$ cat config.mk
export PLATFORM = sky130hd
export DESIGN_NAME = io_line_bank
export DESIGN_NICKNAME = d
export VERILOG_FILES = /design/src/line_sync.v /design/src/deglitch_filter.v /design/src/io_line_bank.v
export VERILOG_INCLUDE_DIRS = /design/src /design/src/src
export SDC_FILE = /design/constraint.sdc
export NUM_CORES = 1
export LEC_CHECK = 0
export CAP_MARGIN = 20
export CORE_ASPECT_RATIO = 1.5
export CORE_MARGIN = 2
export CORE_UTILIZATION = 30
export DETAILED_ROUTE_END_ITERATION = 16
export DONT_BUFFER_PORTS = 1
export PLACE_DENSITY = 0.47
export SLEW_MARGIN = 10
export SYNTH_ARGS = -nofsm -noshare
export SYNTH_HDL_FRONTEND = slang
export SYNTH_SLANG_ARGS = --single-unit
export TNS_END_PERCENT = 100
$ cat constraint.sdc
create_clock -name hclk -period 2.5 [get_ports hclk]
set_input_delay 0.625 -clock hclk [delete_from_list [all_inputs] [get_ports hclk]]
set_output_delay 0.625 -clock hclk [all_outputs]
set_load 0.02 [all_outputs]
$ cat src/io_line_defines.vh
// register map, reset values and line layout of the io line controller
`ifndef IO_LINE_DEFINES_VH
`define IO_LINE_DEFINES_VH

// ****************************************
// line layout
// ****************************************
`define LINE_W          32
`define LINE_MASK       32'h3fffffff

// ****************************************
// register byte offsets
// ****************************************
`define OFF_OWN_SET     8'h00
`define OFF_OWN_CLR     8'h04
`define OFF_OWN_STATE   8'h08
`define OFF_DRV_SET     8'h10
`define OFF_DRV_CLR     8'h14
`define OFF_DRV_STATE   8'h18
`define OFF_DGL_SET     8'h20
`define OFF_DGL_CLR     8'h24
`define OFF_DGL_STATE   8'h28
`define OFF_LVL_SET     8'h30
`define OFF_LVL_CLR     8'h34
`define OFF_LVL_STATE   8'h38
`define OFF_PIN_STATE   8'h3c

// ****************************************
// reset values
// ****************************************
`define RST_OWN         32'h3fffffff
`define RST_DRV         32'h00000000
`define RST_DGL         32'h00000000
`define RST_LVL         32'h00000000

// ****************************************
// bus encodings
// ****************************************
`define HTRANS_NONSEQ   2'h2
`define HRESP_OKAY      1'h0

`endif

$ cat src/line_sync.v
// two-flop synchroniser for the pad input levels
`timescale 1ns/1ns
`include "io_line_defines.vh"

module line_sync (
    // clock and reset
    input  wire                  hclk,
    input  wire                  hresetn,
    // pad levels
    input  wire [`LINE_W-1:0]    async_in,
    output wire [`LINE_W-1:0]    sync_out
);

    reg [`LINE_W-1:0] stage1_ff;
    reg [`LINE_W-1:0] stage2_ff;

    // first stage feeds only the second stage
    always @(posedge hclk or negedge hresetn) begin
        if (!hresetn) begin
            stage1_ff <= 32'h00000000;
            stage2_ff <= 32'h00000000;
        end else begin
            stage1_ff <= async_in;
            stage2_ff <= stage1_ff;
        end
    end

    assign sync_out = stage2_ff;

endmodule // line_sync

$ cat src/deglitch_filter.v
// per-line input glitch filter, bypassed where a line's filter is off
`timescale 1ns/1ns
`include "io_line_defines.vh"

module deglitch_filter (
    // clock and reset
    input  wire                  hclk,
    input  wire                  hresetn,
    // synchronised levels and per-line enables
    input  wire [`LINE_W-1:0]    level_in,
    input  wire [`LINE_W-1:0]    filt_en,
    // filtered levels
    output wire [`LINE_W-1:0]    level_out
);

    reg [`LINE_W-1:0] prev_ff;
    reg [`LINE_W-1:0] out_ff;

    genvar i;
    generate
        for (i = 0; i < `LINE_W; i = i + 1) begin : g_line
            // a filtered line moves only after two equal samples
            always @(posedge hclk or negedge hresetn) begin
                if (!hresetn) begin
                    prev_ff[i] <= 1'b0;
                    out_ff[i]  <= 1'b0;
                end else begin
                    prev_ff[i] <= level_in[i];
                    if (!filt_en[i] || (level_in[i] == prev_ff[i])) begin
                        out_ff[i] <= level_in[i];
                    end
                end
            end
        end
    endgenerate

    assign level_out = out_ff;

endmodule // deglitch_filter

$ cat src/io_line_bank.v
// io line control bank: ahb-lite register slave, per-line state and pad mux
// What this block does
// RULE_01: A one written to a bit of ctrl_own_set gives that line to the controller.
// RULE_02: A one written to a bit of ctrl_own_clear hands that line to its peripheral.
// RULE_03: ctrl_own_state reads one where the controller owns the line, zero otherwise.
// RULE_04: A one written to a bit of drive_on_set enables that line's output driver.
// RULE_05: A one written to a bit of drive_on_clear makes that line input only.
// RULE_06: drive_on_state reads one where the output is enabled, zero for pure input.
// RULE_07: A one written to a bit of deglitch_set switches that line's filter on.
// RULE_08: A one written to a bit of deglitch_clear switches that line's filter off.
// RULE_09: deglitch_state reads one where the filter is on, zero where it is off.
// RULE_10: A one written to a bit of out_level_set makes that line drive high.
// RULE_11: A one written to a bit of out_level_clear makes that line drive low.
// RULE_12: Bits of unimplemented lines ignore writes and read zero everywhere.
// RULE_13: Each set/clear pair acts on one state bit per line; write-only reads zero.
// RULE_14: A set or clear lands on the edge closing the write, seen by the next read.
//
// The AHB-Lite register port and the address map were decided locally.
`timescale 1ns/1ns
`include "io_line_defines.vh"

module io_line_bank (
    // clock and reset
    input  wire                  hclk,
    input  wire                  hresetn,
    // ahb-lite slave
    input  wire                  hsel,
    input  wire [31:0]           haddr,
    input  wire [1:0]            htrans,
    input  wire                  hwrite,
    input  wire [2:0]            hsize,
    input  wire [31:0]           hwdata,
    input  wire                  hready,
    output wire                  hreadyout,
    output wire                  hresp,
    output wire [31:0]           hrdata,
    // pads
    input  wire [`LINE_W-1:0]    pad_in,
    output wire [`LINE_W-1:0]    pad_out,
    output wire [`LINE_W-1:0]    pad_oe_n,
    // multiplexed peripheral
    input  wire [`LINE_W-1:0]    periph_out,
    input  wire [`LINE_W-1:0]    periph_oe,
    output wire [`LINE_W-1:0]    periph_in
);

    // ****************************************
    // declarations
    // ****************************************
    reg                  wr_pend_ff;
    reg  [7:0]           wr_addr_ff;
    reg                  rd_pend_ff;
    reg  [7:0]           rd_addr_ff;
    reg  [31:0]          hrdata_ff;
    reg  [`LINE_W-1:0]   own_ff;
    reg  [`LINE_W-1:0]   drv_ff;
    reg  [`LINE_W-1:0]   dgl_ff;
    reg  [`LINE_W-1:0]   lvl_ff;
    reg  [`LINE_W-1:0]   nxt_own_ff;
    reg  [`LINE_W-1:0]   nxt_drv_ff;
    reg  [`LINE_W-1:0]   nxt_dgl_ff;
    reg  [`LINE_W-1:0]   nxt_lvl_ff;
    reg  [31:0]          nxt_hrdata_ff;
    wire                 addr_take;
    wire [`LINE_W-1:0]   wr_bits;
    wire [`LINE_W-1:0]   pin_sync;
    wire [`LINE_W-1:0]   pin_filt;
    wire                 hit_own_set;
    wire                 hit_own_clr;
    wire                 hit_drv_set;
    wire                 hit_drv_clr;
    wire                 hit_dgl_set;
    wire                 hit_dgl_clr;
    wire                 hit_lvl_set;
    wire                 hit_lvl_clr;
    wire                 wr_take;
    wire                 rd_take;
    wire [`LINE_W-1:0]   own_state;
    wire [`LINE_W-1:0]   drv_state;
    wire [`LINE_W-1:0]   dgl_state;
    wire [`LINE_W-1:0]   lvl_state;
    wire [`LINE_W-1:0]   pin_state;
    genvar               i;

    // ****************************************
    // bus address phase
    // ****************************************

    // a transfer is taken when selected, nonseq and the bus is ready
    assign addr_take = hsel && (htrans == `HTRANS_NONSEQ) && hready;

    // a taken transfer becomes a pending write or a pending read
    assign wr_take = addr_take && hwrite;
    assign rd_take = addr_take && !hwrite;

    // writes finish with no wait, reads insert one wait cycle
    assign hreadyout = ~rd_pend_ff;

    // no error case exists, so the response stays okay
    assign hresp     = `HRESP_OKAY;

    // read data comes straight from its flop
    assign hrdata    = hrdata_ff;

    // pending flags last exactly one clock cycle
    always @(posedge hclk or negedge hresetn) begin
        if (!hresetn) begin
            wr_pend_ff <= 1'b0;
            rd_pend_ff <= 1'b0;
        end else begin
            wr_pend_ff <= wr_take;
            rd_pend_ff <= rd_take;
        end
    end

    // word address of the transfer, held until the next one is taken
    always @(posedge hclk or negedge hresetn) begin
        if (!hresetn) begin
            wr_addr_ff <= 8'h00;
            rd_addr_ff <= 8'h00;
        end else if (addr_take) begin
            wr_addr_ff <= {haddr[7:2], 2'h0};
            rd_addr_ff <= {haddr[7:2], 2'h0};
        end
    end

    // ****************************************
    // write decode
    // ****************************************

    // write data limited to the lines that exist
    assign wr_bits = hwdata & `LINE_MASK; // RULE_12

    assign hit_own_set = wr_pend_ff && (wr_addr_ff == `OFF_OWN_SET);
    assign hit_own_clr = wr_pend_ff && (wr_addr_ff == `OFF_OWN_CLR);
    assign hit_drv_set = wr_pend_ff && (wr_addr_ff == `OFF_DRV_SET);
    assign hit_drv_clr = wr_pend_ff && (wr_addr_ff == `OFF_DRV_CLR);
    assign hit_dgl_set = wr_pend_ff && (wr_addr_ff == `OFF_DGL_SET);
    assign hit_dgl_clr = wr_pend_ff && (wr_addr_ff == `OFF_DGL_CLR);
    assign hit_lvl_set = wr_pend_ff && (wr_addr_ff == `OFF_LVL_SET);
    assign hit_lvl_clr = wr_pend_ff && (wr_addr_ff == `OFF_LVL_CLR);

    // ****************************************
    // per-line state next values
    // ****************************************

    // ownership pair sets or clears only the bits written as one
    always @* begin
        nxt_own_ff = own_ff;
        if (hit_own_set) begin
            nxt_own_ff = own_ff | wr_bits; // RULE_01
        end
        if (hit_own_clr) begin
            nxt_own_ff = own_ff & ~wr_bits; // RULE_02
        end
    end

    // driver pair sets or clears only the bits written as one
    always @* begin
        nxt_drv_ff = drv_ff;
        if (hit_drv_set) begin
            nxt_drv_ff = drv_ff | wr_bits; // RULE_04
        end
        if (hit_drv_clr) begin
            nxt_drv_ff = drv_ff & ~wr_bits; // RULE_05
        end
    end

    // filter pair sets or clears only the bits written as one
    always @* begin
        nxt_dgl_ff = dgl_ff;
        if (hit_dgl_set) begin
            nxt_dgl_ff = dgl_ff | wr_bits; // RULE_07
        end
        if (hit_dgl_clr) begin
            nxt_dgl_ff = dgl_ff & ~wr_bits; // RULE_08
        end
    end

    // level pair sets or clears only the bits written as one
    always @* begin
        nxt_lvl_ff = lvl_ff;
        if (hit_lvl_set) begin
            nxt_lvl_ff = lvl_ff | wr_bits; // RULE_10
        end
        if (hit_lvl_clr) begin
            nxt_lvl_ff = lvl_ff & ~wr_bits; // RULE_11
        end
    end

    // ownership bit per line, updated on the edge closing the write
    always @(posedge hclk or negedge hresetn) begin
        if (!hresetn) begin
            own_ff <= `RST_OWN;
        end else begin
            own_ff <= nxt_own_ff; // RULE_13 RULE_14
        end
    end

    // driver enable bit per line, updated on the edge closing the write
    always @(posedge hclk or negedge hresetn) begin
        if (!hresetn) begin
            drv_ff <= `RST_DRV;
        end else begin
            drv_ff <= nxt_drv_ff; // RULE_13 RULE_14
        end
    end

    // filter enable bit per line, updated on the edge closing the write
    always @(posedge hclk or negedge hresetn) begin
        if (!hresetn) begin
            dgl_ff <= `RST_DGL;
        end else begin
            dgl_ff <= nxt_dgl_ff; // RULE_13 RULE_14
        end
    end

    // output level bit per line, updated on the edge closing the write
    always @(posedge hclk or negedge hresetn) begin
        if (!hresetn) begin
            lvl_ff <= `RST_LVL;
        end else begin
            lvl_ff <= nxt_lvl_ff; // RULE_13 RULE_14
        end
    end

    // ****************************************
    // read data
    // ****************************************

    // status values limited to the lines that exist
    assign own_state = own_ff & `LINE_MASK; // RULE_12
    assign drv_state = drv_ff & `LINE_MASK; // RULE_12
    assign dgl_state = dgl_ff & `LINE_MASK; // RULE_12
    assign lvl_state = lvl_ff & `LINE_MASK; // RULE_12
    assign pin_state = pin_filt & `LINE_MASK; // RULE_12

    // status registers report state; write-only and unmapped read zero
    always @* begin
        case (rd_addr_ff)
            `OFF_OWN_STATE: begin
                nxt_hrdata_ff = own_state; // RULE_03
            end
            `OFF_DRV_STATE: begin
                nxt_hrdata_ff = drv_state; // RULE_06
            end
            `OFF_DGL_STATE: begin
                nxt_hrdata_ff = dgl_state; // RULE_09
            end
            `OFF_LVL_STATE: begin
                nxt_hrdata_ff = lvl_state;
            end
            `OFF_PIN_STATE: begin
                nxt_hrdata_ff = pin_state;
            end
            default: begin
                nxt_hrdata_ff = 32'h00000000; // RULE_13
            end
        endcase
    end

    // read data is loaded in the wait cycle, after any prior write landed
    always @(posedge hclk or negedge hresetn) begin
        if (!hresetn) begin
            hrdata_ff <= 32'h00000000;
        end else if (rd_pend_ff) begin
            hrdata_ff <= nxt_hrdata_ff; // RULE_14
        end
    end

    // ****************************************
    // input path
    // ****************************************

    // pad levels come from outside the clock domain
    line_sync u_sync (
        .hclk     (hclk),
        .hresetn  (hresetn),
        .async_in (pad_in),
        .sync_out (pin_sync)
    );

    // glitch filter steered by the per-line filter state
    deglitch_filter u_filt (
        .hclk      (hclk),
        .hresetn   (hresetn),
        .level_in  (pin_sync),
        .filt_en   (dgl_ff),
        .level_out (pin_filt)
    );

    // peripherals see the filtered pad level
    assign periph_in = pin_filt;

    // ****************************************
    // pad mux
    // ****************************************

    // per line: controller state or peripheral drive, chosen by ownership
    generate
        for (i = 0; i < `LINE_W; i = i + 1) begin : g_pad
            // owned lines drive the stored level and enable
            assign pad_out[i]  = own_ff[i] ? lvl_ff[i] : periph_out[i]; // RULE_01 RULE_02
            assign pad_oe_n[i] = own_ff[i] ? ~drv_ff[i] : ~periph_oe[i]; // RULE_04 RULE_05
        end
    endgenerate

endmodule // io_line_bank

==> out/results.md <==
| Result | Reported | Unit |
|:---|:---|:---|
| Total die area | 0.0419 | sq mm |
| Number of max-cap violations | 0 | - |
| Failing checks | hold timing | - |
| Least-Margin Pin Slew | 0.855 | ns |
| Post-cts repair resize count | 0 | - |
| Setup total negative slack | 0 | ns |
| Clock Tree Root | sky130_fd_sc_hd__clkbuf_16 | - |
| Area of the mapped netlist | 0.0121 | sq mm |
| HPWL reported at the end of detailed placement | 20300 | microns |
| Starting utilization of the core area | 0.302 | - |
| First-pass GRT wire length | 50600 | microns |
| Post-layout min period | 2.33 | ns |
| Peak ir drop on the vdd network | 0.529 | mV |
| Share of synthesized area occupied by flip-flops and latches | 0.592 | - |
| Type of the worst min-delay path | in -> async | - |
| Area fraction of the dominant cell type after synthesis | 0.526 | - |
| Post-Synthesis Mean Instance Area | 11.0 | sq um |
| Unrepaired setup endpoints after global routing | no | - |
| Final global-route overflow total | 0 | - |
| Top area cells in the synthesized netlist | sky130_fd_sc_hd__dfrtp_1 53%, sky130_fd_sc_hd__mux2i_1 13%, sky130_fd_sc_hd__dfstp_2 6.5%, sky130_fd_sc_hd__nand2_1 4.9%, sky130_fd_sc_hd__inv_1 4.1% | - |
| 1st-pass router iterations | 4 | - |
| Total length of routed met3 wires | 1910 | microns |
| CP max stage delay | 0.58 | ns |
| Global-route usage over all layers | 0.156 | - |
| P_leak | 7.01 | nW |
| CTS tree | built | - |
| CTS buffer count | 31 | - |
| Number of hold-slack violations in the final timing report | 254 | - |
| Setup crit end | pad_oe_n[1] | - |
| Initial antenna violation count | 7 | - |
| Number of I/O pins | 300 | - |
| Fmax achieved | 0.429 | GHz |
| Via count of the first global-routing pass | 8217 | - |
| Top cell family by delay on the critical path | flip-flops | - |
| Input/output buffers | 0 | - |
| Antenna-violating nets left | 0 | - |
| R2r startpoint | rd_addr_ff[5] | - |
| # nets final | 1261 | - |
| Post-synth ARST share | 1.00 | - |
| Fin Hold WS | -0.252 | ns |
| Number of H-tree levels | 1 | - |
| Reg2reg path depth | 5 | - |
| Final worst path period share | 0.933 | - |
| Clock buffer depth | 3 | - |
| Largest fanout on the critical path | 3 | - |
| Critical path arrival | 1.71 | ns |
| Worst-Skew Late Latency | 0.58 | ns |
| Critical path depth | 1 | - |
| Post-synth EDFFs | 0 | - |
| Die outline height | 250 | microns |
| Number of DRC violations after detailed-routing iteration 0 | 431 | - |
| R2R setup slack | 0.50 | ns |
| Largest clock skew in the final design | 0.0152 | ns |
| Count of non-filler cells in the finished layout | 1627 | - |
| Total core area | 0.0400 | sq mm |
| Count of unique library cells instantiated by Yosys | 29 | - |
| Cell Chain, Critical Path | mux2i_1 | - |
| Sum of routed wire length over all layers | 32900 | microns |
| Number of sinks on the clock net | 284 | - |
| Required time at the endpoint of the critical path | 1.88 | ns |
| Worst slew margin | 0.430 | - |
| Synth Flop Type | sky130_fd_sc_hd__dfrtp_1 | - |
| Top sig layer | met5 | - |
| Number of buffer and inverter stages on the critical path | 0 | - |
| Critical Path Start Type | flop | - |
| Status | finished with violations | - |
| Standard-cell row count | 90 | - |
| Die extent in x | 168 | microns |
| Master of the slowest instance on the critical path | sky130_fd_sc_hd__dfstp_2 | - |
| Endpoints failing setup | 0 | - |
| # DRC | 0 | - |
| Endpoint kind of the worst setup timing path | output port | - |
| Cell taking the most area after synthesis | sky130_fd_sc_hd__dfrtp_1 | - |
| Count leader, synth | sky130_fd_sc_hd__dfrtp_1 | - |
| Yosys warning count | 0 | - |
| Met2 WL | 16800 | microns |
| Post-Syn Instances | 1099 | - |
| Mean number of vias per cell | 4.85 | - |
| Worst setup path class | reg -> out | - |
| Maximum number of pins on one net before global-route repair | 285 | - |
| Global placer's final weighted congestion | 0.731 | - |
| # Post-CTS Setup Buffers | 0 | - |
| Wire length the detailed router placed on met1 | 13400 | microns |
| Instance count after placement with tap cells included | 1564 | - |
| Clock-pin transition on the worst setup and hold timing paths | 0.06 | ns |
| Number of max-slew violations in the final report | 0 | - |
| Power density of the placed cells | 831 | mW/mm^2 |
| Vias after detailed routing | 7890 | - |
| Synthesis-to-finish area growth | 13.4 | % |
| Detailed-route wire length per cell | 20.2 | microns |
| Fraction of final layout cells sized beyond drive strength 1 | 0.131 | - |
| Seq cells post-synth | 284 | - |
| List of most frequent post-synthesis cells | 254 x sky130_fd_sc_hd__dfrtp_1, 161 x sky130_fd_sc_hd__mux2i_1, 158 x sky130_fd_sc_hd__nand2_1 | - |
| Filler cell count in the final layout | 3988 | - |
==> area by class of cell <==
class                           count  area, sq um  area share
Clock buffer                       52          925      0.0675
Clock inverter                      6         47.5     0.00347
Antenna cell                        5         12.5    0.000914
Tap cell                          506          633      0.0462
Multi-Input combinational cell    623         4200       0.307
Sequential cell                   284         7150       0.522
Inverter                          132          495      0.0362
Timing Repair Buffer               19          230      0.0168
==> placed cells by master (no fill, tap or decap), types with 7 or more instances in the layout <==
master                      count
sky130_fd_sc_hd__dfrtp_1      251
sky130_fd_sc_hd__mux2i_1      161
sky130_fd_sc_hd__nand2_1      157
sky130_fd_sc_hd__inv_1        132
sky130_fd_sc_hd__o21ai_0       77
sky130_fd_sc_hd__a21oi_1       52
sky130_fd_sc_hd__a31oi_1       48
sky130_fd_sc_hd__mux2_2        41
sky130_fd_sc_hd__nor2_1        36
sky130_fd_sc_hd__clkbuf_16     31
sky130_fd_sc_hd__dfstp_2       30
sky130_fd_sc_hd__a2bb2oi_1     29
sky130_fd_sc_hd__clkbuf_1      14
sky130_fd_sc_hd__buf_4         12
sky130_fd_sc_hd__clkbuf_8       7
sky130_fd_sc_hd__buf_12         7
==> how the worst min path moves through the flow <==
stage                                end  slack [ns]  cells past startpoint
floorplan                      async pin        0.33                      0
global route         u_sync.sync_out[22]       -0.28                      0
global placement      u_sync.sync_out[2]        0.33                      0
detailed placement   u_sync.sync_out[14]        0.33                      0
finish              u_sync.stage1_ff[20]       -0.25                      0
CTS                 u_sync.stage1_ff[20]       -0.29                      0
==> logic make-up (layout without fill, tap and decap cells) <==
family          after synthesis  in the layout  share of synthesized area
compound gates              208            208                      0.102
buf+inv                     194            209                     0.0635
flops                       284            284                      0.592
mux                         202            202                      0.172
other cells                   1              8                   0.000311
simple gates                210            210                     0.0712
==> power by group <==
group	total, mW	internal, mW	switching [mW]
sequential	5.67	5.04	0.625
combinational	1.32	0.539	0.782
clock	4.39	2.51	1.88
==> per-layer routing <==
metal  global-route usage  vias to the layer above
met2                0.277                      228
li1                     -                     3670
met4               0.0480                        8
met1                0.187                     3938
met5                    0                        -
met3               0.0358                       46
==> through the flow <==
stage | hold slack, ns | worst slack (ns) | util | total power [mW] | area [sq um]
after floorplan | 0.329 | 0.782 | - | 6.66 | 12100
after detailed placement | 0.335 | 0.424 | 0.318 | 7.11 | 12700
final | -0.252 | 0.168 | 0.342 | 11.4 | 13700
after global routing | -0.278 | 0.0787 | 0.342 | 12.0 | 13700
after global placement | 0.332 | 0.435 | 0.318 | 7.09 | 12700
after CTS | -0.286 | 0.118 | 0.342 | 11.6 | 13700
Power figures use the tool's default switching activity.
